File: config.mk
export PLATFORM = sky130hd
export DESIGN_NAME = bus_arbitration_error_control
export DESIGN_NICKNAME = d
export VERILOG_FILES = /design/src/bus_ctl_pkg.sv /design/src/sync_stage.sv /design/src/bus_arbitration_error_control.sv
export SDC_FILE = /design/constraint.sdc
export NUM_CORES = 1
export LEC_CHECK = 0
export BUFFER_PORTS_ARGS = -buffer_cell sky130_fd_sc_hd__buf_2
export CORE_ASPECT_RATIO = 1.5
export CORE_UTILIZATION = 35
export CTS_CLUSTER_SIZE = 28
export DETAILED_ROUTE_END_ITERATION = 7
export GPL_TIMING_DRIVEN = 0
export SLEW_MARGIN = 20
export SYNTH_ARGS = -nofsm -noshare
export SYNTH_HDL_FRONTEND = slang
export SYNTH_SLANG_ARGS = --single-unit
File: constraint.sdc
create_clock -name clk -period 2.15 [get_ports clk]
set_clock_uncertainty 0.15 [all_clocks]
set_input_delay 0.1075 -clock clk [delete_from_list [all_inputs] [get_ports clk]]
set_output_delay 0.1075 -clock clk [all_outputs]
set_load 0.03 [all_outputs]
File: src/bus_ctl_pkg.sv
package bus_ctl_pkg;

  // ---------------------------------------------------------------
  // Constants
  // ---------------------------------------------------------------
  localparam logic [7:0] BUS_ERROR_VECTOR = 8'h02;
  localparam logic [4:0] END_STATE_PLAIN = 5'h09;
  localparam logic [4:0] END_STATE_RMW_WRITE = 5'h15;
  localparam logic [15:0] RDATA_RESET = 16'h0000;
  localparam logic [4:0] END_STATE_RESET = 5'h00;

  // ---------------------------------------------------------------
  // Types
  // ---------------------------------------------------------------
  typedef enum logic [2:0] {
    ARB_IDLE    = 3'b000,
    ARB_DELAY   = 3'b001,
    ARB_GRANT   = 3'b010,
    ARB_OWNED   = 3'b011,
    ARB_REGRANT = 3'b100
  } arb_state_t;

  typedef enum logic [3:0] {
    BP_IDLE  = 4'b0000,
    BP_S01   = 4'b0001,
    BP_S23   = 4'b0010,
    BP_WAIT  = 4'b0011,
    BP_DATA  = 4'b0100,
    BP_END   = 4'b0101,
    BP_FLOAT = 4'b0110,
    BP_RETRY = 4'b0111,
    BP_EXC   = 4'b1000
  } bus_phase_t;

  localparam arb_state_t ARB_RESET = ARB_IDLE;
  localparam bus_phase_t PHASE_RESET = BP_IDLE;

  typedef struct packed {
    logic write;
    logic rmw;
    logic rmw_write;
    logic [2:0] fc;
    logic [23:0] addr;
    logic [15:0] wdata;
  } cycle_t;

  localparam cycle_t CYCLE_RESET = '0;

  typedef struct packed {
    logic req;
    logic ack;
    logic fault;
    logic stop;
    logic xack;
    logic two_wire;
    logic [15:0] data;
  } pin_in_t;

endpackage

File: src/sync_stage.sv
module sync_stage #(
  parameter int WIDTH = 22
) (
  // Clock and reset
  input wire logic clk,
  input wire logic rst,
  // Data
  input wire logic [WIDTH-1:0] d,
  output logic [WIDTH-1:0] q
);

  logic [WIDTH-1:0] meta_r;

  // The first stage feeds only the second stage.
  always_ff @(posedge clk) begin
    if (rst) begin
      meta_r <= '0;
      q <= '0;
    end else begin
      meta_r <= d;
      q <= meta_r;
    end
  end

endmodule

File: src/bus_arbitration_error_control.sv
// What this block does
// - Processor yields the bus only after its current cycle completes.
// - Request dropped before any acknowledge: processor keeps the bus.
// - Grant follows synchronisation, held back until strobe if cycle committed.
// - Request during S0 gets grant on second edge after internal grant.
// - Pending request gets grant again before any processor bus cycle.
// - Arbitration inputs are synchronised before use, through two register stages.
// - Arbitration is a state machine driving grant and three-state control.
// - Two-wire mode forces acknowledge low, giving a three-state machine (idle, delay, grant).
// - Three-state control true and strobe negated floats address, data, control.
// - Arbitration state holds while the bus is in S0 or S1.
// - Fault with transfer ack and stop negated is a bus error.
// - Optionally, fault one clock after transfer ack is a late error.
// - Error ends cycle in S9 or S21; buses float while fault held.
// - After fault negates, start bus-error exception using vector entry 2.
// - Fault with stop held ends cycle, floats, reruns it after stop.
// - Read-modify-write cycles are never retried; fault means bus error.
// - Grant is dropped a few clocks after acknowledge is asserted.
module bus_arbitration_error_control (
  // Clock and reset
  input wire logic clk,
  input wire logic rst,
  // Core cycle request
  input wire logic cyc_valid,
  output logic cyc_ready,
  input wire bus_ctl_pkg::cycle_t cyc_in,
  input wire logic late_fault_en,
  // Core results
  output logic cyc_done,
  output logic [15:0] rdata,
  output logic exc_req,
  output logic [7:0] exc_vector,
  output logic [4:0] end_state,
  output logic retry_active,
  output logic three_state,
  // Arbitration pins
  input wire logic mastership_request_n,
  input wire logic grant_acknowledge_n,
  input wire logic two_wire_mode,
  output logic mastership_grant_n,
  // Bus termination pins
  input wire logic transfer_ack_n,
  input wire logic bus_fault_in_n,
  input wire logic stop_request_n,
  // Bus drive pins
  output logic address_strobe_n,
  output logic rw_n,
  output logic [2:0] fc_out,
  output logic ctl_oe,
  output logic [23:0] addr_out,
  output logic addr_oe,
  output logic [15:0] data_out,
  output logic data_oe,
  input wire logic [15:0] data_in
);

  // ---------------------------------------------------------------
  // Input synchronisation
  // ---------------------------------------------------------------
  bus_ctl_pkg::pin_in_t raw;
  bus_ctl_pkg::pin_in_t s;

  assign raw = '{req: ~mastership_request_n, ack: ~grant_acknowledge_n,
                 fault: ~bus_fault_in_n, stop: ~stop_request_n,
                 xack: ~transfer_ack_n, two_wire: two_wire_mode,
                 data: data_in};

  sync_stage #(.WIDTH($bits(bus_ctl_pkg::pin_in_t))) u_sync (
    .clk(clk),
    .rst(rst),
    .d(raw),
    .q(s)
  );

  logic ack_int;
  assign ack_int = s.ack & ~s.two_wire;

  // ---------------------------------------------------------------
  // State
  // ---------------------------------------------------------------
  bus_ctl_pkg::arb_state_t arb_r;
  bus_ctl_pkg::bus_phase_t phase_r;
  bus_ctl_pkg::cycle_t cyc_r;
  logic prev_s01_r;
  logic retry_r;
  logic fault_seen;
  logic fault_retry;
  logic as_on;
  logic float_bus;
  logic in_s01;

  assign in_s01 = (phase_r == bus_ctl_pkg::BP_S01);
  assign as_on = (phase_r == bus_ctl_pkg::BP_S23) ||
                 (phase_r == bus_ctl_pkg::BP_WAIT) ||
                 (phase_r == bus_ctl_pkg::BP_DATA);

  // ---------------------------------------------------------------
  // Arbitration machine
  // ---------------------------------------------------------------
  always_ff @(posedge clk) begin
    if (rst) begin
      arb_r <= bus_ctl_pkg::ARB_RESET;
    end else if (!in_s01) begin
      unique case (arb_r)
        bus_ctl_pkg::ARB_IDLE: begin
          if (s.req && !ack_int) begin
            arb_r <= prev_s01_r ? bus_ctl_pkg::ARB_DELAY
                                : bus_ctl_pkg::ARB_GRANT;
          end else if (ack_int) begin
            arb_r <= bus_ctl_pkg::ARB_OWNED;
          end
        end
        bus_ctl_pkg::ARB_DELAY: begin
          arb_r <= s.req ? bus_ctl_pkg::ARB_GRANT : bus_ctl_pkg::ARB_IDLE;
        end
        bus_ctl_pkg::ARB_GRANT: begin
          if (ack_int) begin
            arb_r <= bus_ctl_pkg::ARB_OWNED;
          end else if (!s.req) begin
            arb_r <= bus_ctl_pkg::ARB_IDLE;
          end
        end
        bus_ctl_pkg::ARB_OWNED: begin
          if (ack_int && s.req) begin
            arb_r <= bus_ctl_pkg::ARB_REGRANT;
          end else if (!ack_int) begin
            arb_r <= s.req ? bus_ctl_pkg::ARB_GRANT : bus_ctl_pkg::ARB_IDLE;
          end
        end
        bus_ctl_pkg::ARB_REGRANT: begin
          if (!ack_int) begin
            arb_r <= bus_ctl_pkg::ARB_GRANT;
          end else if (!s.req) begin
            arb_r <= bus_ctl_pkg::ARB_OWNED;
          end
        end
        default: begin
          arb_r <= bus_ctl_pkg::ARB_IDLE;
        end
      endcase
    end
  end

  // A request seen while the cycle was committed gets one extra edge.
  always_ff @(posedge clk) begin
    if (rst) begin
      prev_s01_r <= 1'b0;
    end else begin
      prev_s01_r <= in_s01;
    end
  end

  assign mastership_grant_n = !((arb_r == bus_ctl_pkg::ARB_GRANT) ||
                                (arb_r == bus_ctl_pkg::ARB_REGRANT));
  assign three_state = (arb_r != bus_ctl_pkg::ARB_IDLE) &&
                       (arb_r != bus_ctl_pkg::ARB_DELAY);

  // ---------------------------------------------------------------
  // Bus cycle sequencer
  // ---------------------------------------------------------------
  // New cycles wait while any request is pending or the bus is lent out.
  assign cyc_ready = (phase_r == bus_ctl_pkg::BP_IDLE) &&
                     (arb_r == bus_ctl_pkg::ARB_IDLE) && !s.req;

  assign fault_retry = s.stop && !cyc_r.rmw;
  assign fault_seen = ((phase_r == bus_ctl_pkg::BP_WAIT) && s.fault &&
                       !s.xack) ||
                      ((phase_r == bus_ctl_pkg::BP_DATA) && late_fault_en &&
                       s.fault);

  always_ff @(posedge clk) begin
    if (rst) begin
      phase_r <= bus_ctl_pkg::PHASE_RESET;
    end else begin
      unique case (phase_r)
        bus_ctl_pkg::BP_IDLE: begin
          if (cyc_valid && cyc_ready) begin
            phase_r <= bus_ctl_pkg::BP_S01;
          end
        end
        bus_ctl_pkg::BP_S01: phase_r <= bus_ctl_pkg::BP_S23;
        bus_ctl_pkg::BP_S23: phase_r <= bus_ctl_pkg::BP_WAIT;
        bus_ctl_pkg::BP_WAIT: begin
          if (fault_seen) begin
            phase_r <= bus_ctl_pkg::BP_FLOAT;
          end else if (s.xack) begin
            phase_r <= bus_ctl_pkg::BP_DATA;
          end
        end
        bus_ctl_pkg::BP_DATA: begin
          phase_r <= fault_seen ? bus_ctl_pkg::BP_FLOAT
                                : bus_ctl_pkg::BP_END;
        end
        bus_ctl_pkg::BP_END: phase_r <= bus_ctl_pkg::BP_IDLE;
        bus_ctl_pkg::BP_FLOAT: begin
          if (!s.fault) begin
            phase_r <= retry_r ? bus_ctl_pkg::BP_RETRY
                               : bus_ctl_pkg::BP_EXC;
          end
        end
        bus_ctl_pkg::BP_RETRY: begin
          if (!s.stop) begin
            phase_r <= bus_ctl_pkg::BP_S01;
          end
        end
        bus_ctl_pkg::BP_EXC: phase_r <= bus_ctl_pkg::BP_IDLE;
        default: phase_r <= bus_ctl_pkg::BP_IDLE;
      endcase
    end
  end

  // The latched cycle is kept untouched so a retry reruns it exactly.
  always_ff @(posedge clk) begin
    if (rst) begin
      cyc_r <= bus_ctl_pkg::CYCLE_RESET;
    end else if (cyc_valid && cyc_ready) begin
      cyc_r <= cyc_in;
    end
  end

  always_ff @(posedge clk) begin
    if (rst) begin
      retry_r <= 1'b0;
      end_state <= bus_ctl_pkg::END_STATE_RESET;
    end else if (fault_seen) begin
      retry_r <= fault_retry;
      end_state <= cyc_r.rmw_write ? bus_ctl_pkg::END_STATE_RMW_WRITE
                                   : bus_ctl_pkg::END_STATE_PLAIN;
    end else if (phase_r == bus_ctl_pkg::BP_S01) begin
      retry_r <= 1'b0;
    end
  end

  always_ff @(posedge clk) begin
    if (rst) begin
      rdata <= bus_ctl_pkg::RDATA_RESET;
    end else if ((phase_r == bus_ctl_pkg::BP_WAIT) && s.xack &&
                 !fault_seen && !cyc_r.write) begin
      rdata <= s.data;
    end
  end

  always_ff @(posedge clk) begin
    if (rst) begin
      cyc_done <= 1'b0;
      exc_req <= 1'b0;
      exc_vector <= 8'h00;
    end else begin
      cyc_done <= (phase_r == bus_ctl_pkg::BP_DATA) && !fault_seen;
      exc_req <= (phase_r == bus_ctl_pkg::BP_FLOAT) && !s.fault &&
                 !retry_r;
      exc_vector <= bus_ctl_pkg::BUS_ERROR_VECTOR;
    end
  end

  assign retry_active = (phase_r == bus_ctl_pkg::BP_RETRY);

  // ---------------------------------------------------------------
  // Pin drive
  // ---------------------------------------------------------------
  assign float_bus = (three_state && !as_on) ||
                     (phase_r == bus_ctl_pkg::BP_FLOAT) ||
                     (phase_r == bus_ctl_pkg::BP_RETRY);

  assign address_strobe_n = !as_on;
  assign rw_n = !(cyc_r.write && (phase_r != bus_ctl_pkg::BP_IDLE));
  assign fc_out = cyc_r.fc;
  assign addr_out = cyc_r.addr;
  assign data_out = cyc_r.wdata;
  assign ctl_oe = !(three_state && !as_on);
  assign addr_oe = !float_bus;
  assign data_oe = !float_bus && cyc_r.write && as_on;

  // ---------------------------------------------------------------
  // Checks
  // ---------------------------------------------------------------
  a_no_cycle_on_req: assert property (@(posedge clk) disable iff (rst)
    s.req |-> !cyc_ready)
    else $error("cycle offered while a request is pending");

  a_noise_release: assert property (@(posedge clk) disable iff (rst)
    (arb_r == bus_ctl_pkg::ARB_GRANT) && !s.req && !ack_int && !in_s01
    |=> arb_r == bus_ctl_pkg::ARB_IDLE && mastership_grant_n)
    else $error("withdrawn request did not return bus");

  a_grant_prompt: assert property (@(posedge clk) disable iff (rst)
    (arb_r == bus_ctl_pkg::ARB_IDLE) && s.req && !ack_int && !in_s01 &&
    !prev_s01_r |=> !mastership_grant_n)
    else $error("grant not given on next edge");

  a_grant_delayed: assert property (@(posedge clk) disable iff (rst)
    (arb_r == bus_ctl_pkg::ARB_IDLE) && s.req && !ack_int && prev_s01_r &&
    !in_s01 |=> mastership_grant_n ##1 (!mastership_grant_n || !s.req))
    else $error("special case grant timing wrong");

  a_regrant_pending: assert property (@(posedge clk) disable iff (rst)
    (arb_r == bus_ctl_pkg::ARB_OWNED) && ack_int && s.req && !in_s01
    |=> !mastership_grant_n && phase_r == bus_ctl_pkg::BP_IDLE)
    else $error("pending request not granted again");

  a_sync_depth: assert property (@(posedge clk) disable iff (rst)
    $fell(mastership_request_n) ##1 !mastership_request_n |=> s.req)
    else $error("request not valid after two edges");

  a_two_wire_ack: assert property (@(posedge clk) disable iff (rst)
    s.two_wire |-> (arb_r != bus_ctl_pkg::ARB_OWNED) ||
    $past(arb_r) == bus_ctl_pkg::ARB_OWNED)
    else $error("acknowledge used in two-wire mode");

  a_float_bus: assert property (@(posedge clk) disable iff (rst)
    three_state && address_strobe_n |-> !addr_oe && !data_oe && !ctl_oe)
    else $error("bus driven while lent out");

  a_hold_s01: assert property (@(posedge clk) disable iff (rst)
    in_s01 |=> arb_r == $past(arb_r))
    else $error("arbiter moved during S0 or S1");

  a_error_end: assert property (@(posedge clk) disable iff (rst)
    (phase_r == bus_ctl_pkg::BP_WAIT) && s.fault && !s.xack && !s.stop
    |=> phase_r == bus_ctl_pkg::BP_FLOAT && !retry_r && !addr_oe)
    else $error("bus error not recognised");

  a_late_error: assert property (@(posedge clk) disable iff (rst)
    (phase_r == bus_ctl_pkg::BP_DATA) && late_fault_en && s.fault
    |=> phase_r == bus_ctl_pkg::BP_FLOAT && !cyc_done)
    else $error("late bus error missed");

  a_end_state: assert property (@(posedge clk) disable iff (rst)
    phase_r == bus_ctl_pkg::BP_FLOAT |-> end_state ==
    (cyc_r.rmw_write ? 5'h15 : 5'h09) && !data_oe)
    else $error("wrong end state or bus driven");

  a_exc_start: assert property (@(posedge clk) disable iff (rst)
    (phase_r == bus_ctl_pkg::BP_FLOAT) && !s.fault && !retry_r
    |=> exc_req && exc_vector == 8'h02)
    else $error("exception not started");

  a_retry_rerun: assert property (@(posedge clk) disable iff (rst)
    (phase_r == bus_ctl_pkg::BP_RETRY) && !s.stop
    |=> in_s01 && addr_out == $past(addr_out))
    else $error("retry did not rerun same cycle");

  a_rmw_no_retry: assert property (@(posedge clk) disable iff (rst)
    fault_seen && cyc_r.rmw |=> !retry_r)
    else $error("read-modify-write retried");

  a_ack_ungrant: assert property (@(posedge clk) disable iff (rst)
    (arb_r == bus_ctl_pkg::ARB_GRANT) && ack_int && !in_s01
    |=> mastership_grant_n && three_state)
    else $error("grant kept after acknowledge");

  a_reset_idle: assert property (@(posedge clk)
    rst |=> arb_r == bus_ctl_pkg::ARB_IDLE && mastership_grant_n &&
    !three_state)
    else $error("arbiter not idle after reset");

endmodule

Word-level counts from Yosys, hierarchy flattened
Cells that the tools add are included.
- bits in writable memories: 0
- word-level logic and storage cells: 114
- bits in read-only memories: 0
- output and inout bits: 83
- memories kept: 0
- input bits: 72
- bits in latches: 0
- register bits after elaboration: 130
- add/sub/neg operators: 0
- shift-type cells: 0
- reduce and logical (&&, ||, !) cells: 47
- multipliers: 0
- magnitude comparators: 0
- bitwise operators: 8
- equal/unequal tests: 19
- mux-type cells: 23
- divide/modulo/power cells: 0
- operators with widths (cell ; count):
    $pmux 4 s7 ; 1
    $mux 3 ; 8
    $mux 4 ; 6
    $logic_and 1x1->1 ; 21
    $pmux 3 s5 ; 1
    $logic_not 1->1 ; 13
    $eq 4x3->1 const B ; 3
    $ne 3x3->1 const B ; 4
    $eq 4x2->1 const B ; 2
    $mux 2 ; 4
    $not 1->1 ; 7
    $eq 3x2->1 const B ; 2
    $logic_or 1x1->1 ; 6
    $mux 5 ; 1
    $reduce_and 5->1 ; 1
    $eq 4x1->1 const B ; 1
    $logic_not 4->1 ; 1
    $ne 2x2->1 const B ; 2
    $reduce_and 4->1 ; 1
    $reduce_bool 4->1 ; 1
    $eq 3x1->1 const B ; 1
    $eq 3x3->1 const B ; 1
    $logic_not 3->1 ; 1
    $ne 3x1->1 const B ; 1
    other kinds (6) ; 7

Longest topological paths before layout
- depth in word-level cells: 10
- gate-level depth with buffers: 7
- gate-level depth less buffers: 5

Modules after synthesis
A second synthesis with hierarchy kept.
- cells, all modules: 523
- area, all modules: 4943.5 um^2
- modules (own cells, without submodules) (module ; instances ; area each (um^2) ; seq. area each (um^2) ; cells each):
    bus_arbitration_error_control ; 1 ; 3767.4 ; 1541.5 ; 431
    sync_stage ; 1 ; 1176.1 ; 880.8 ; 92

Worst setup path after synthesis
Ideal clock, no wire load.
- path kind: register -> output
- start point: register phase_r[1]
- end point: output port addr_oe
- buffers on the path: 1
- data required time: 1893 ps
- arrival time: 1689 ps
- slack: 204 ps
- cell stages (with the launch flop): 7
- cells stage by stage: dfxtp_1 buf_2 nor3b_2 a21oi_1 or2_1 nand2_1 o21a_1
- word-level cells in the longest chain between the ends: 8
- elaborated cells between the ends (all ways): 12
- classes of those cells: eq/ne (5); reduce/logical (7)
- RTL lines (element ; RTL line ; RTL):
    from (decl) ; bus_arbitration_error_control.sv:82 ; bus_ctl_pkg::bus_phase_t phase_r;
    from (signal assigned) ; bus_arbitration_error_control.sv:173 ; phase_r <= bus_ctl_pkg::PHASE_RESET;
    from (signal assigned) ; bus_arbitration_error_control.sv:178 ; phase_r <= bus_ctl_pkg::BP_S01;
    from (signal assigned) ; bus_arbitration_error_control.sv:181 ; bus_ctl_pkg::BP_S01: phase_r <= bus_ctl_pkg::BP_S23;
    $eq 4x2->1, on equally long branches ; bus_arbitration_error_control.sv:93, bus_arbitration_error_control.sv:94 ;
    $logic_or 1x1->1 ; bus_arbitration_error_control.sv:93 ; assign as_on = (phase_r == bus_ctl_pkg::BP_S23) ||
    $logic_or 1x1->1 * ; bus_arbitration_error_control.sv:94 ; (phase_r == bus_ctl_pkg::BP_WAIT) ||
    $logic_not 1->1 * ; - ;
    via address_strobe_n ; bus_arbitration_error_control.sv:46 ; output logic address_strobe_n,
    $logic_and 1x1->1 * ; bus_arbitration_error_control.sv:261 ; assign float_bus = (three_state && !as_on) ||
    $logic_or 1x1->1 * ; bus_arbitration_error_control.sv:261 ;
    $logic_or 1x1->1 * ; bus_arbitration_error_control.sv:262 ; (phase_r == bus_ctl_pkg::BP_FLOAT) ||
    $logic_not 1->1 * ; bus_arbitration_error_control.sv:271 ; assign addr_oe = !float_bus;
    to (decl) ; bus_arbitration_error_control.sv:51 ; output logic addr_oe,
Mark *: on every way through the listed nets, which the timed path passes. The rest lies on a longest branch.

Worst setup path in the final report
- start point: register phase_r[1]
- end point: output port addr_oe
- word-level cells in the longest chain between the ends: 8
- elaborated cells between the ends (all ways): 12
- classes of those cells: eq/ne (5); reduce/logical (7)
- RTL lines (element ; RTL line):
    $eq 4x2->1, on equally long branches ; bus_arbitration_error_control.sv:93, bus_arbitration_error_control.sv:94
    $logic_or 1x1->1 ; bus_arbitration_error_control.sv:93
    $logic_or 1x1->1 ; bus_arbitration_error_control.sv:94
    $logic_not 1->1 ; bus_arbitration_error_control.sv:261
    $logic_and 1x1->1 ; bus_arbitration_error_control.sv:261
    $logic_or 1x1->1 ; bus_arbitration_error_control.sv:261
    $logic_or 1x1->1 * ; bus_arbitration_error_control.sv:262
    $logic_not 1->1 * ; bus_arbitration_error_control.sv:271
Every way passes the cells marked *; elsewhere a longest branch is shown, timed or not.

==> results.cfg <==
[routing]
wire_per_inst_um = 12.0
wirelength_um = 11300
first_pass_iters = 4
drc = 0
viasPerCell = 4.36
drtIter0Drc = 106
num_vias = 4093
antenna_left = 0

[worst_hold_path]
worstHoldPathType = in2reg

[final_layout]
area_growth_pct = 50.9
num_antenna_cells = 0
fin_area_um2 = 6970
nFillCells = 1180
layout-drive-gt1-share_pct = 31.7
stdcell_count = 938
layout_common_cells = 144 x buf_2, 120 x dfxtp_1, 101 x nand2_1
layout_commonest_cell = buf_2
layout.nets = 838

[yosys]
synth_ff_type = dfxtp_1
yosysWarnings = 0
ys_ff_latch = 121
yosysSeqAreaShare_pct = 52.4
syn_avg_cell_area_um2 = 8.89
syn-cell-area_um2 = 4620
synth.distinct_cells = 43
syn_inst = 520
synth-edff-count = 0
synthArstFlopShare_pct = 0

[run_status]
violations = hold timing
status = complete, but fails checks

[global_route]
use_met1_pct = 17.0
grt_pass1_vias = 3924
grt_pass1_wl_um = 17500
grtUsageTotal_pct = 16.8
use_met3_pct = 4.42
antenna_found_initial = 0
grtUsageMet2_pct = 31.1
grt_overflow_total = 0
grt_max_degree = 17
top_usage_layer = met2

[job]
cap_violations = 0

[floorplanning]
io_pins = 155
dieArea_um2 = 13700
die_h_um = 143
start_util_pct = 35.7
die_width_um = 95.8
fp-row-count = 51
core_um2 = 13000

[timing]
relSlewSlack_pct = 52.9
timing.hold.ws_ps = -4.10
setup_viol = 0
final_hold_viol_count = 1
fin_crit_sh_pct = 94.5
min_period_ps = 2030
final_max_slew_viol_count = 0
max_slew.worst_pin.slew_ps = 697
timing.fmax_ghz = 0.492

[pwr]
ir_drop_mv = 0.610
p_leak_nw = 3.30
p_total_w = 0.00779
powerDensity_nw_per_um2 = 1120

[setup_path]
crit_path_start_kind = flop
arrival_ps = 1780
cpLargestDelayFamily = simple AND/OR/NAND/NOR gates
crit_chain = buf_4 -> nor3b_4 -> a21oi_1 -> or2_1 -> nand2_1 -> o21a_1 -> clkbuf_4
worst_path_largest_cell_delay_ps = 310
worst_path_max_delay_cell = dfxtp_1
cp_max_fo = 10
path_buf_inv = 2
criticalPathCategory = reg2out
required_ps = 1890
end_kind = primary output

[placement]
place_hpwl_um = 7700
placed_cells = 831
placed_area_um2 = 5570
gp_routability_congestion = 0.836
port_buffers = 145

[clocking]
tritoncts = built
cts.sinks = 121
cts_inserted_buffers = 17
h-tree-depth = 4
clk_pin_slew_ps = 50
clock_latency_ps = 400
cts_buffer_depth = 2
cts-root-buf = clkbuf_16
layer usage:
metal | vias to the layer above | share of wire (%)
li1 | 2110 | -
met1 | 1848 | 41
met2 | 119 | 52
met3 | 16 | 5.3
met4 | 0 | 2.0
met5 | - | 0
report_power, final:
part	leakage, nW	switching (W)	internal (W)	total (W)
Clock	0.287	0.000992	0.00177	0.00277
Combinational	2.02	0.00135	0.000966	0.00232
Sequential	0.991	0.000188	0.00252	0.00271
Total	3.30	0.00253	0.00526	0.00779
state kept, by name, summed over array words and instances (netlist names):
register	flops
prev_s01_r	1
rdata	16
addr_out	24
data_out	16
phase_r	4
end_state	3
arb_r	3
fc_out	3
cyc_done	1
retry_r	1
cyc_r	3
u_sync.q	22
exc_vector	1
u_sync.meta_r	22
exc_req	1
synthesized netlist by cell type, drive strengths merged, types with 2 or more instances:
cell type  instances  area [µm²]
a21oi             57         285
and3               4        25.0
buf               63         464
clkbuf            21        78.8
dfxtp            121        2420
inv                7        26.3
mux2i             18         180
nand2            101         379
nand2b             6        37.5
nand3              2        10.0
nand3b             4        30.0
nor2              38         143
nor2b             41         257
nor3               2        10.0
nor4               2        25.0
o211ai             2        15.0
o21a               3        22.5
o21ai              6        30.0
or2                2        12.5
xor2               2        17.5
cell families (layout without fill, tap and decap cells):
| group | Yosys count | in the layout | synth area share [%] |
|---|---|---|---|
| AND/OR/NAND/NOR | 209 | 209 | 21.4 |
| flip-flops | 121 | 121 | 52.4 |
| buffers and inverters | 91 | 343 | 12.3 |
| AO/OA/AOI/OAI | 78 | 78 | 9.48 |
| multiplexers | 18 | 18 | 3.90 |
| XOR/XNOR | 2 | 2 | 0.379 |
| other | 1 | 8 | 0.0812 |
worst reg2reg max path: cells and delay by family (launching register included):
| kind | cells | cell delay, ps |
|---|---|---|
| mux | 1 | 150 |
| buf+inv | 2 | 330 |
| simple gates | 3 | 770 |
| flops | 1 | 490 |
path summary, 6_finish.rpt:
path              cells past startpoint  slack, ps               end               from
hold / removal                        2         -4  u_sync.meta_r[4]                rst
hold reg to reg                       1        280      u_sync.q[16]  u_sync.meta_r[16]
setup / recovery                      7        120           addr_oe         phase_r[1]
setup reg to reg                      6        140          rdata[5]         phase_r[0]
stage by stage:
stage | setup WS [ps] | TNS, ps | hold slack, ps | utilization [%]
after floorplan | 204 | 0 | 24.2 | -
after global routing | -1.15 | -1.15 | 39.1 | 53.8
after detailed placement | -183 | -6470 | 113 | 43.0
after global placement | -115 | -4000 | 114 | 43.0
final | 117 | 0 | -4.10 | 53.8
after CTS | 14.1 | 0 | 6.82 | 53.6
final cells by class:
type	count	area (µm²)	area share, %
Sequential cell	121	2420	34.8
Multi-Input combinational cell	315	1690	24.3
Timing Repair Buffer	222	1490	21.4
Buffer	82	543	7.79
Clock buffer	23	508	7.28
Tap cell	159	199	2.85
Clock inverter	9	88.8	1.27
Inverter	7	26.3	0.377
what timing repair did:
item	4_1_cts	5_1_grt
buffers inserted	0	2
gates resized for setup	5	9
setup endpoints to repair	41	41
hold buffers	75	0
pin swaps	0	3
endpoints found under the hold margin	69	0
No activity file was read; power rests on OpenSTA's default activity.
